### src/hdl/fuse_trim_pkg.sv
// Package for the two-wire settings slave with fuse shadow
// Assumes one 40 MHz system clock; serial pins already synchronous
package fuse_trim_pkg;

    // ****************************************
    // Sizes and addresses
    // ****************************************
    localparam int          SPACE_BYTES         = 64;
    localparam logic [5:0]  LAST_INDEX          = 6'h3F;
    localparam logic [7:0]  WRITE_DEVICE_ADDRESS = 8'h8E;
    localparam logic [7:0]  READ_DEVICE_ADDRESS  = 8'h8F;
    localparam logic [5:0]  LOCK_REG_INDEX      = 6'h35;
    localparam int          PRIMARY_LOCK_BIT    = 7;
    localparam int          ALT_LOCK_LSB        = 4;
    localparam logic [7:0]  SHADOW_RESET_VALUE  = 8'h00;
    localparam logic [7:0]  FUSE_BLANK_VALUE    = 8'h00;
    localparam logic [3:0]  LOAD_CYCLES         = 4'h2;

    // ****************************************
    // Types
    // ****************************************
    typedef enum logic [2:0] {
        ST_IDLE  = 3'b000,
        ST_ADDR  = 3'b001,
        ST_WORD  = 3'b011,
        ST_WDATA = 3'b010,
        ST_RDATA = 3'b110,
        ST_WAIT  = 3'b111
    } serial_state_t;

    typedef struct packed {
        logic       start_load;
        logic       burn;
    } fuse_cmd_t;

    typedef struct packed {
        logic       busy;
        logic       primary_lock;
        logic [2:0] alternate_set_lock_bits;
        logic [1:0] gain_set_select;
    } fuse_status_t;

endpackage

### src/hdl/fuse_trim_serial_slave.sv
// Two-wire serial slave over a 64-byte settings shadow with fuse array
// Assumes serial pins sampled synchronously to clk_sys_in, open-drain outside
// Operation
// - Sixty-four settings bytes readable and writable by the serial master.
// - Answer address byte 8Eh for writes and 8Fh for reads.
// - In writes, the byte after the address sets the word pointer.
// - Any number of data bytes follow, each acknowledged.
// - Successive write bytes land at successive locations.
// - Word pointer increments during the acknowledge bit.
// - After read-address acknowledge, slave drives byte at word pointer.
// - Reads continue with incrementing word pointer while master acknowledges each byte.
// - Lock flag in register 35h set refuses further fuse programming.
// - Fuse bits only go from zero to one, never back.
// - Lock bits select the microphone gain set at start-up.
// - After power-on reset, fuses are copied into the shadow register.
// - Burn programs current shadow contents permanently into fuses.
`timescale 1ns/1ps
`default_nettype none

module fuse_trim_serial_slave (
    // Clock and reset
    input  wire logic                          clk_sys_in,
    input  wire logic                          rst_in,
    // Serial pins
    input  wire logic                          mode_serial_clock_pin_in,
    input  wire logic                          cancel_switch_serial_data_pin_in,
    output logic                               cancel_switch_serial_data_pin_oe_out,
    output logic                               cancel_switch_serial_data_pin_out,
    // Fuse control and status
    input  wire fuse_trim_pkg::fuse_cmd_t      fuse_cmd_in,
    output fuse_trim_pkg::fuse_status_t        fuse_status_out
);

    // ****************************************
    // Storage
    // ****************************************
    logic [7:0] shadow      [fuse_trim_pkg::SPACE_BYTES];
    logic [7:0] next_shadow [fuse_trim_pkg::SPACE_BYTES];
    // Unprogrammed cells read as zero
    logic [7:0] fuse        [fuse_trim_pkg::SPACE_BYTES] =
        '{default: fuse_trim_pkg::FUSE_BLANK_VALUE};
    logic [7:0] next_fuse   [fuse_trim_pkg::SPACE_BYTES];

    fuse_trim_pkg::serial_state_t state;
    fuse_trim_pkg::serial_state_t next_state;
    logic [5:0] word_pointer;
    logic [5:0] next_word_pointer;
    logic [7:0] shift;
    logic [7:0] next_shift;
    logic [3:0] bit_count;
    logic [3:0] next_bit_count;
    logic       ack_phase;
    logic       next_ack_phase;
    logic       sda_low;
    logic       next_sda_low;
    logic       scl_prev;
    logic       sda_prev;
    logic [3:0] load_count;
    logic [3:0] next_load_count;
    logic       primary_lock;
    logic       next_primary_lock;
    logic [2:0] alt_lock;
    logic [2:0] next_alt_lock;
    logic [1:0] gain_set;
    logic [1:0] next_gain_set;

    logic scl;
    logic sda;
    logic scl_rise;
    logic scl_fall;
    logic start_cond;
    logic stop_cond;

    assign scl        = mode_serial_clock_pin_in;
    assign sda        = cancel_switch_serial_data_pin_in;
    assign scl_rise   = scl && !scl_prev;
    assign scl_fall   = !scl && scl_prev;
    assign start_cond = scl && scl_prev && sda_prev && !sda;
    assign stop_cond  = scl && scl_prev && !sda_prev && sda;

    // ****************************************
    // Serial protocol
    // ****************************************
    always_comb begin
        next_state        = state;
        next_word_pointer = word_pointer;
        next_shift        = shift;
        next_bit_count    = bit_count;
        next_ack_phase    = ack_phase;
        next_sda_low      = sda_low;
        next_shadow       = shadow;
        if (stop_cond) begin
            next_state   = fuse_trim_pkg::ST_IDLE;
            next_sda_low = 1'b0;
        end else if (start_cond) begin
            next_state     = fuse_trim_pkg::ST_ADDR;
            next_bit_count = 4'h0;
            next_ack_phase = 1'b0;
            next_sda_low   = 1'b0;
        end else if (state != fuse_trim_pkg::ST_IDLE && state != fuse_trim_pkg::ST_WAIT) begin
            if (scl_rise && !ack_phase) begin
                next_shift     = {shift[6:0], sda};
                next_bit_count = bit_count + 4'h1;
            end else if (scl_rise && ack_phase && state == fuse_trim_pkg::ST_RDATA
                         && sda) begin
                next_state = fuse_trim_pkg::ST_WAIT;
            end
            if (scl_fall && !ack_phase && bit_count == 4'h8) begin
                next_ack_phase = 1'b1;
                next_bit_count = 4'h0;
                next_sda_low   = 1'b0;
                unique case (state)
                    fuse_trim_pkg::ST_ADDR: begin
                        if (shift == fuse_trim_pkg::WRITE_DEVICE_ADDRESS) begin
                            next_sda_low = 1'b1;
                        end else if (shift == fuse_trim_pkg::READ_DEVICE_ADDRESS) begin
                            next_sda_low = 1'b1;
                        end else begin
                            next_state = fuse_trim_pkg::ST_WAIT;
                        end
                    end
                    fuse_trim_pkg::ST_WORD: begin
                        next_word_pointer = shift[5:0];
                        next_sda_low      = 1'b1;
                    end
                    fuse_trim_pkg::ST_WDATA: begin
                        next_shadow[word_pointer] = shift;
                        next_word_pointer = word_pointer + 6'h01;
                        next_sda_low      = 1'b1;
                    end
                    fuse_trim_pkg::ST_RDATA: begin
                        next_word_pointer = word_pointer + 6'h01;
                    end
                    default: begin
                        next_state = fuse_trim_pkg::ST_IDLE;
                    end
                endcase
            end else if (scl_fall && ack_phase) begin
                next_ack_phase = 1'b0;
                next_sda_low   = 1'b0;
                unique case (state)
                    fuse_trim_pkg::ST_ADDR: begin
                        if (shift[0]) begin
                            next_state = fuse_trim_pkg::ST_RDATA;
                            next_shift = shadow[word_pointer];
                            next_sda_low = !shadow[word_pointer][7];
                            next_bit_count = 4'h1;
                        end else begin
                            next_state = fuse_trim_pkg::ST_WORD;
                        end
                    end
                    fuse_trim_pkg::ST_WORD: next_state = fuse_trim_pkg::ST_WDATA;
                    fuse_trim_pkg::ST_WDATA: next_state = fuse_trim_pkg::ST_WDATA;
                    fuse_trim_pkg::ST_RDATA: begin
                        next_shift     = shadow[word_pointer];
                        next_sda_low   = !shadow[word_pointer][7];
                        next_bit_count = 4'h1;
                    end
                    default: next_state = fuse_trim_pkg::ST_IDLE;
                endcase
            end else if (scl_fall && state == fuse_trim_pkg::ST_RDATA && !ack_phase) begin
                next_sda_low = !shift[6];
                next_bit_count = bit_count + 4'h1;
                next_shift   = {shift[6:0], 1'b0};
            end
        end
        // Read shifting counts falls, not rises
        if (state == fuse_trim_pkg::ST_RDATA && scl_rise && !ack_phase) begin
            next_shift     = shift;
            next_bit_count = bit_count;
        end
        // Fuse load overrides the shadow
        if (load_count != 4'h0) begin
            next_shadow = fuse;
        end
    end

    // ****************************************
    // Fuse array, load and lock decode
    // ****************************************
    always_comb begin
        next_fuse         = fuse;
        next_load_count   = load_count;
        next_primary_lock = primary_lock;
        next_alt_lock     = alt_lock;
        next_gain_set     = gain_set;
        if (fuse_cmd_in.start_load) begin
            next_load_count = fuse_trim_pkg::LOAD_CYCLES;
        end else if (load_count != 4'h0) begin
            next_load_count = load_count - 4'h1;
        end
        if (load_count == 4'h1) begin
            next_primary_lock = fuse[fuse_trim_pkg::LOCK_REG_INDEX][fuse_trim_pkg::PRIMARY_LOCK_BIT];
            next_alt_lock = fuse[fuse_trim_pkg::LOCK_REG_INDEX][fuse_trim_pkg::ALT_LOCK_LSB +: 3];
            casez (next_alt_lock)
                3'b1??:  next_gain_set = 2'h3;
                3'b01?:  next_gain_set = 2'h2;
                3'b001:  next_gain_set = 2'h1;
                default: next_gain_set = 2'h0;
            endcase
        end
        if (fuse_cmd_in.burn && !fuse[fuse_trim_pkg::LOCK_REG_INDEX]
                [fuse_trim_pkg::PRIMARY_LOCK_BIT]) begin
            for (int i = 0; i < fuse_trim_pkg::SPACE_BYTES; i++) begin
                next_fuse[i] = fuse[i] | shadow[i];
            end
        end
    end

    // ****************************************
    // Registers
    // ****************************************
    always_ff @(posedge clk_sys_in or posedge rst_in) begin
        if (rst_in) begin
            state        <= fuse_trim_pkg::ST_IDLE;
            word_pointer <= 6'h00;
            shift        <= 8'h00;
            bit_count    <= 4'h0;
            ack_phase    <= 1'b0;
            sda_low      <= 1'b0;
            scl_prev     <= 1'b1;
            sda_prev     <= 1'b1;
            load_count   <= fuse_trim_pkg::LOAD_CYCLES;
            primary_lock <= 1'b0;
            alt_lock     <= 3'h0;
            gain_set     <= 2'h0;
            for (int i = 0; i < fuse_trim_pkg::SPACE_BYTES; i++) begin
                shadow[i] <= fuse_trim_pkg::SHADOW_RESET_VALUE;
            end
        end else begin
            state        <= next_state;
            word_pointer <= next_word_pointer;
            shift        <= next_shift;
            bit_count    <= next_bit_count;
            ack_phase    <= next_ack_phase;
            sda_low      <= next_sda_low;
            scl_prev     <= scl;
            sda_prev     <= sda;
            load_count   <= next_load_count;
            primary_lock <= next_primary_lock;
            alt_lock     <= next_alt_lock;
            gain_set     <= next_gain_set;
            shadow       <= next_shadow;
        end
    end

    // Fuses keep their content through reset
    always_ff @(posedge clk_sys_in) begin
        fuse <= next_fuse;
    end

    // ****************************************
    // Outputs
    // ****************************************
    assign cancel_switch_serial_data_pin_out    = 1'b0;
    assign cancel_switch_serial_data_pin_oe_out = !sda_low;
    assign fuse_status_out.busy                    = (load_count != 4'h0);
    assign fuse_status_out.primary_lock            = primary_lock;
    assign fuse_status_out.alternate_set_lock_bits = alt_lock;
    assign fuse_status_out.gain_set_select         = gain_set;

endmodule

`default_nettype wire

### config.mk
export PLATFORM = sky130hd
export DESIGN_NAME = fuse_trim_serial_slave
export DESIGN_NICKNAME = d
export VERILOG_FILES = /design/src/hdl/fuse_trim_pkg.sv /design/src/hdl/fuse_trim_serial_slave.sv
export SDC_FILE = /design/constraint.sdc
export NUM_CORES = 2
export LEC_CHECK = 0
export ABC_AREA = 0
export BUFFER_PORTS_ARGS = -buffer_cell sky130_fd_sc_hd__buf_2
export CAP_MARGIN = 20
export CORE_UTILIZATION = 45
export DETAILED_ROUTE_END_ITERATION = 8
export RECOVER_POWER = 50
export SLEW_MARGIN = 20
export SYNTH_ARGS = -nofsm -noshare
export SYNTH_HDL_FRONTEND = slang
export SYNTH_SLANG_ARGS = --single-unit
### constraint.sdc
create_clock -name clk_sys_in -period 47.2 [get_ports clk_sys_in]
set_input_delay 0 -clock clk_sys_in [delete_from_list [all_inputs] [get_ports clk_sys_in]]
set_output_delay 0 -clock clk_sys_in [all_outputs]
set_load 0.03 [all_outputs]
Word-level counts from Yosys, hierarchy flattened
Cells that the tools add are included.
{"block": "op_classes", "addsub": 3, "n_mul": 0, "n_div": 0, "magnitude_cmp": 2, "eq_ne": 13, "shifts": 0, "muxes": 57, "bitwise_logic": 68, "n_reduce_logical": 50}
{"op": "$mux 512", "count": 6}
{"op": "$bwmux 512", "count": 1}
{"op": "$or 8x8->8", "count": 64}
{"op": "$mux 8", "count": 8}
{"op": "$bmux 8 s6", "count": 1}
{"op": "$demux 8 s6", "count": 1}
{"op": "$mux 4", "count": 9}
{"op": "$mux 3", "count": 10}
{"op": "$logic_and 1x1->1", "count": 21}
{"op": "$eq 8x8->1 const B", "count": 2}
{"op": "$pmux 8 s2", "count": 1}
{"op": "$mux 1", "count": 13}
{"op": "$pmux 6 s2", "count": 1}
{"op": "$reduce_bool 2->1", "count": 6}
{"op": "$reduce_and 5->1", "count": 2}
{"op": "$logic_not 1->1", "count": 9}
{"op": "$pmux 3 s3", "count": 1}
{"op": "$reduce_bool 3->1", "count": 3}
{"op": "$pmux 4 s2", "count": 1}
{"op": "$ge 7x7->1 const B", "count": 1}
{"op": "$lt 7x1->1 const B", "count": 1}
{"op": "$not 6->7", "count": 1}
{"op": "$add 6x1->6 const B", "count": 1}
{"op": "$eq 3x1->1 const B", "count": 2}
{"op": "20 further kinds", "count": 27}
{"block": "word_totals", "ff_bits": 1059, "latchBits": 0, "ramBits": 0, "romBits": 0, "in_bits": 6, "word_cells": 333, "mem_count": 0}

Longest topological paths before layout
{"block": "logic_depth", "word_depth": 14, "mapped_depth": 11, "ltp_nobuf": 8}

Worst setup path before layout
No wires, ideal clock.
{"block": "synth_timing", "path_kind": "flip-flop to flip-flop", "from": "register fuse[87] (netlist name)", "to": "register fuse[0] (netlist name), enable pin", "arrival_time_ps": 22793, "required_ps": 45747, "slack_ps": 22954, "path_stages_with_launch": 2, "period_less_slack_ps": 24246, "cell_sequence": "edfxtp_1 > nor2b_1"}
{"block": "synth_between", "elab_chain_cells": 2}
{"item": "start: declaration", "line": "fuse_trim_serial_slave.sv:40", "source": "logic [7:0] fuse [fuse_trim_pkg::SPACE_BYTES] ="}
{"item": "start signal: assignment", "line": "fuse_trim_serial_slave.sv:249", "source": "fuse <= next_fuse;"}
{"item": "$logic_not 1->1", "line": "fuse_trim_serial_slave.sv:202", "source": "if (fuse_cmd_in.burn && !fuse[fuse_trim_pkg::LOCK_REG_INDEX]"}
{"item": "$logic_and 1x1->1", "line": "fuse_trim_serial_slave.sv:202"}
Every way passes these cells.
A chain may end at the register's enable or synchronous reset.

Worst setup path after layout
{"block": "layout_timing", "from": "register word_pointer[1]", "to": "register shadow[482] (netlist name)"}
{"block": "layout_between", "elab_chain_cells": 12, "word_cells_on_any_way": 13, "cone_classes": "2 x order compare; 9 x mux; 1 x bitwise; 1 x reduce/logical"}
{"item": "start: declaration", "line": "fuse_trim_serial_slave.sv:46", "source": "logic [5:0] word_pointer;"}
{"item": "start signal: assignment", "line": "fuse_trim_serial_slave.sv:232", "source": "word_pointer <= next_word_pointer;"}
{"item": "$not 6->7 (not written as such) (*)", "line": "fuse_trim_serial_slave.sv:127", "source": "next_shadow[word_pointer] = shift;"}
{"item": "$ge 7x7->1 (not written as such) or $lt 7x1->1 (tied branches)", "line": "fuse_trim_serial_slave.sv:127"}
{"item": "$logic_and 1x1->1 (not written as such)", "line": "fuse_trim_serial_slave.sv:127"}
{"item": "$mux 8 (not written as such)", "line": "fuse_trim_serial_slave.sv:127"}
{"item": "$demux 8 s6 (*)", "line": "fuse_trim_serial_slave.sv:127"}
{"item": "$bwmux 512 (*)", "line": "fuse_trim_serial_slave.sv:127"}
{"item": "$mux 512 (*)", "line": "fuse_trim_serial_slave.sv:112", "source": "unique case (state)"}
{"item": "$mux 512 (*)", "line": "fuse_trim_serial_slave.sv:108", "source": "if (scl_fall && !ack_phase && bit_count == 4'h8) begin"}
{"item": "$mux 512 (*)", "line": "fuse_trim_serial_slave.sv:100", "source": "end else if (state != fuse_trim_pkg::ST_IDLE && state != fuse_trim_pkg::ST_WAIT) begin"}
{"item": "$mux 512 (*)", "line": "fuse_trim_serial_slave.sv:95", "source": "end else if (start_cond) begin"}
{"item": "$mux 512 (*)", "line": "fuse_trim_serial_slave.sv:92", "source": "if (stop_cond) begin"}
{"item": "$mux 512 (*)", "line": "fuse_trim_serial_slave.sv:173", "source": "if (load_count != 4'h0) begin"}
{"item": "end signal: indexed assignment", "line": "fuse_trim_serial_slave.sv:228", "source": "shadow[i] <= fuse_trim_pkg::SHADOW_RESET_VALUE;"}
{"item": "end signal: assignment", "line": "fuse_trim_serial_slave.sv:243", "source": "shadow <= next_shadow;"}
{"item": "end: declaration", "line": "fuse_trim_serial_slave.sv:37", "source": "logic [7:0] shadow [fuse_trim_pkg::SPACE_BYTES];"}
Mark *: on every way between the ends. The rest lies on a longest branch, timed or not. The select of a mux whose other input is x is not followed.

==> flow_metrics.tcl <==
set metrics [dict create \
    leakagePower_nw 20.7 \
    htree_levels 3 \
    netlist_top_cells_area "edfxtp_1 31%, dfrtp_1 28%, mux2i_1 12%" \
    final.min_clock_period_ns 11.18 \
    endpoint_kind "flip-flop" \
    clk_latency_ns 0.70 \
    die_w_um 333 \
    worst_pin_slew_ns 7.76 \
    ys_seq_area_frac 0.589 \
    ant_nets 0 \
    yosysTopAreaCell "edfxtp_1" \
    via_per_inst 5.75 \
    cts-root-buf "clkbuf_16" \
    clock_skew_ns 0.0312 \
    grt_util_all_layers 0.248 \
    syn-cell-area_um2 49400 \
    crit_start "word_pointer[1]" \
    status "complete, but fails checks" \
    path_max_fanout 94 \
    clock_path_buffers 3 \
    synth_edf_count 512 \
    fill_cells 9476 \
    start_util 0.453 \
    routabilityCongestion 0.895 \
    syn_inst 4118 \
    wl_per_cell_um 24.6 \
    rsz0062_at_grt "false" \
    yosys_warnings 0 \
    required_ns 47.74 \
    timing.setup.tns_ns 0 \
    relSlewSlack -4.17 \
    num_rows 121 \
    grt_max_degree 229 \
    synth-seq-cells 1059 \
    grt_pass1_vias 31437 \
    fmax_mhz 89.4 \
    ir_worst_vdd_uv 49.3 \
    setup_viol 0 \
    diodes 0 \
    drt_iter0_drc 3092 \
    hp-class "in2reg" \
    critPathLaunchType "flip-flop" \
    worstReg2RegStart "word_pointer[1]" \
    power.density_nw_per_um2 54.9 \
    async_flop_share 0.517 \
    dieArea_um2 111000 \
    overflow 0 \
    hold_violations 0 \
    dieHeight_um 333 \
    ys_types 81 \
    io_buffers 13 \
    cp.arrival_ns 11.72 \
    cts_sinks 1059 \
    drc 0 \
    num_io_pins 15 \
    syn_nets 4130 \
    syn_to_final_growth_pct 10.3 \
    core_area_um2 109000 \
    grt_antenna_before_repair 4 \
    cts_tree "built" \
    hold_slack_ns 0.0565 \
    drt_first_pass_iters 6 \
    avgSynthCellArea_um2 12.0 \
    violations "max-capacitance violations, max-slew violations" \
    period_share 0.237 \
    slew_viol_final 973 \
    wl_mm 137 \
    post-synth-top-count-cell "nand2_1" \
    drive_above_1_share 0.222 \
    path_clk_slew_ns 0.06 \
    min_from "fuse_cmd_in[1]" \
    fin_nets 4065 \
    cts_inserted_buffers 113 \
    cts_resized 0 \
    vias 31987 \
    path_class "reg2reg" \
    synth_common_cells "582 x nand2_1, 580 x mux2i_1, 544 x dfrtp_1, 516 x or2_2, 512 x edfxtp_1" \
    cap_viol_max_count 14 \
    synthFlopType "dfrtp_1" \
    grt_pass1_wl_mm 209 \
    place_hpwl_mm 80.9 \
    synth_top_area_share 0.312 \
    post-route-util 0.500 \
]
## critical path, stage by stage (launching register included)
cell and delay [ns]:
dfrtp_1 1.43, clkbuf_1 5.50, nand2_1 2.43, nor3_4 1.19, mux2i_1 0.27, o21ai_0 0.12
## logic make-up after synthesis
kind of cell | after synthesis | share of synthesized area
multiplexers | 661 | 0.145
flip-flops | 1059 | 0.589
buffers and inverters | 277 | 0.0238
other | 1 | 0.0000760
AO/OA/AOI/OAI | 774 | 0.0892
XOR/XNOR | 3 | 0.000532
AND/OR/NAND/NOR | 1337 | 0.151
adder cells (fa/ha/maj) | 6 | 0.00152
## cell usage in the layout (no fill, tap or decap), types with 12 or more instances in the layout
| cell type | netlist | final |
|---|---|---|
| buf_4 | 20 | 50 |
| nand3_1 | 23 | 23 |
| o21ai_1 | 186 | 186 |
| clkbuf_1 | 171 | 46 |
| edfxtp_1 | 512 | 512 |
| clkinv_2 | 0 | 24 |
| nand2_1 | 582 | 582 |
| clkbuf_8 | 0 | 13 |
| a21oi_1 | 38 | 38 |
| a31oi_1 | 18 | 18 |
| mux2i_1 | 580 | 580 |
| nor2_1 | 33 | 31 |
| a22oi_1 | 41 | 41 |
| or2_2 | 516 | 516 |
| clkbuf_16 | 0 | 115 |
| bufinv_16 | 0 | 14 |
| nor2_8 | 24 | 24 |
| nor3_1 | 16 | 16 |
| o21ai_0 | 367 | 367 |
| a221oi_1 | 24 | 24 |
| nor2_4 | 27 | 27 |
| inv_1 | 14 | 13 |
| mux4_2 | 40 | 40 |
| mux2_2 | 41 | 41 |
| clkinv_1 | 1 | 12 |
| o22ai_1 | 23 | 23 |
| dfrtp_1 | 544 | 535 |
| nor2b_1 | 17 | 13 |
## state kept, by name, indices dropped and copies added (netlist names)
register,count
ack_phase,1
alt_lock,3
bit_count,4
fuse,512
gain_set,2
load_count,4
primary_lock,1
scl_prev,1
sda_low,1
sda_prev,1
shadow,512
shift,8
state,3
word_pointer,6
## path summary, 6_finish.rpt
path	cells after the start	slack (ns)	endpoint
max	5	36.02	shadow[482]
min reg2reg	2	0.46	shadow[454]
max in group asynchronous	7	36.56	shadow[510]
min	3	0.06	load_count[3]
min in group asynchronous	3	1.31	load_count[2]
max reg2reg	5	36.02	shadow[482]
## per-stage QoR
| step | total power, mW | worst slack [ns] | instance area, µm² | std cells |
|---|---|---|---|---|
| final | 2.99 | 36.02 | 54400 | 5566 |
| after global routing | 3.15 | 34.58 | 54400 | 5566 |
| after CTS | 2.99 | 42.53 | 54500 | 5566 |
| after detailed placement | 2.07 | 42.51 | 50700 | 5347 |
| after global placement | 2.04 | 42.63 | 50700 | 5347 |
| after floorplan | 1.86 | 22.95 | 49400 | 4118 |
## layout make-up
class                   count  area (µm²)  area share
clock buffers             153        3150      0.0579
clock inverters            61         678      0.0125
inverters                  16        62.6     0.00115
multi-input cells        2782       19100       0.352
flip-flops and latches   1059       29100       0.534
well taps                1414        1770      0.0325
repair buffers             81         559      0.0103
## layer usage
metal	vias up	share of wire	wire, µm	GRT usage
met5	-	0.00053	73	0
met4	8	0.035	4780	0.0870
met3	250	0.064	8750	0.0436
met2	987	0.44	60500	0.370
met1	16121	0.46	62600	0.362
li1	14621	-	-	-
## where the power goes
| group | total [mW] | switching [mW] | internal [mW] |
|---|---|---|---|
| Sequential | 1.38 | 0.169 | 1.21 |
| Combinational | 0.679 | 0.403 | 0.276 |
| Clock | 0.928 | 0.385 | 0.543 |
## what timing repair did
item	in CTS	in global routing
hold buffers	5	0
buffers inserted	0	0
hold endpoints to repair	124	0
No activity file was read; power rests on OpenSTA's default activity.
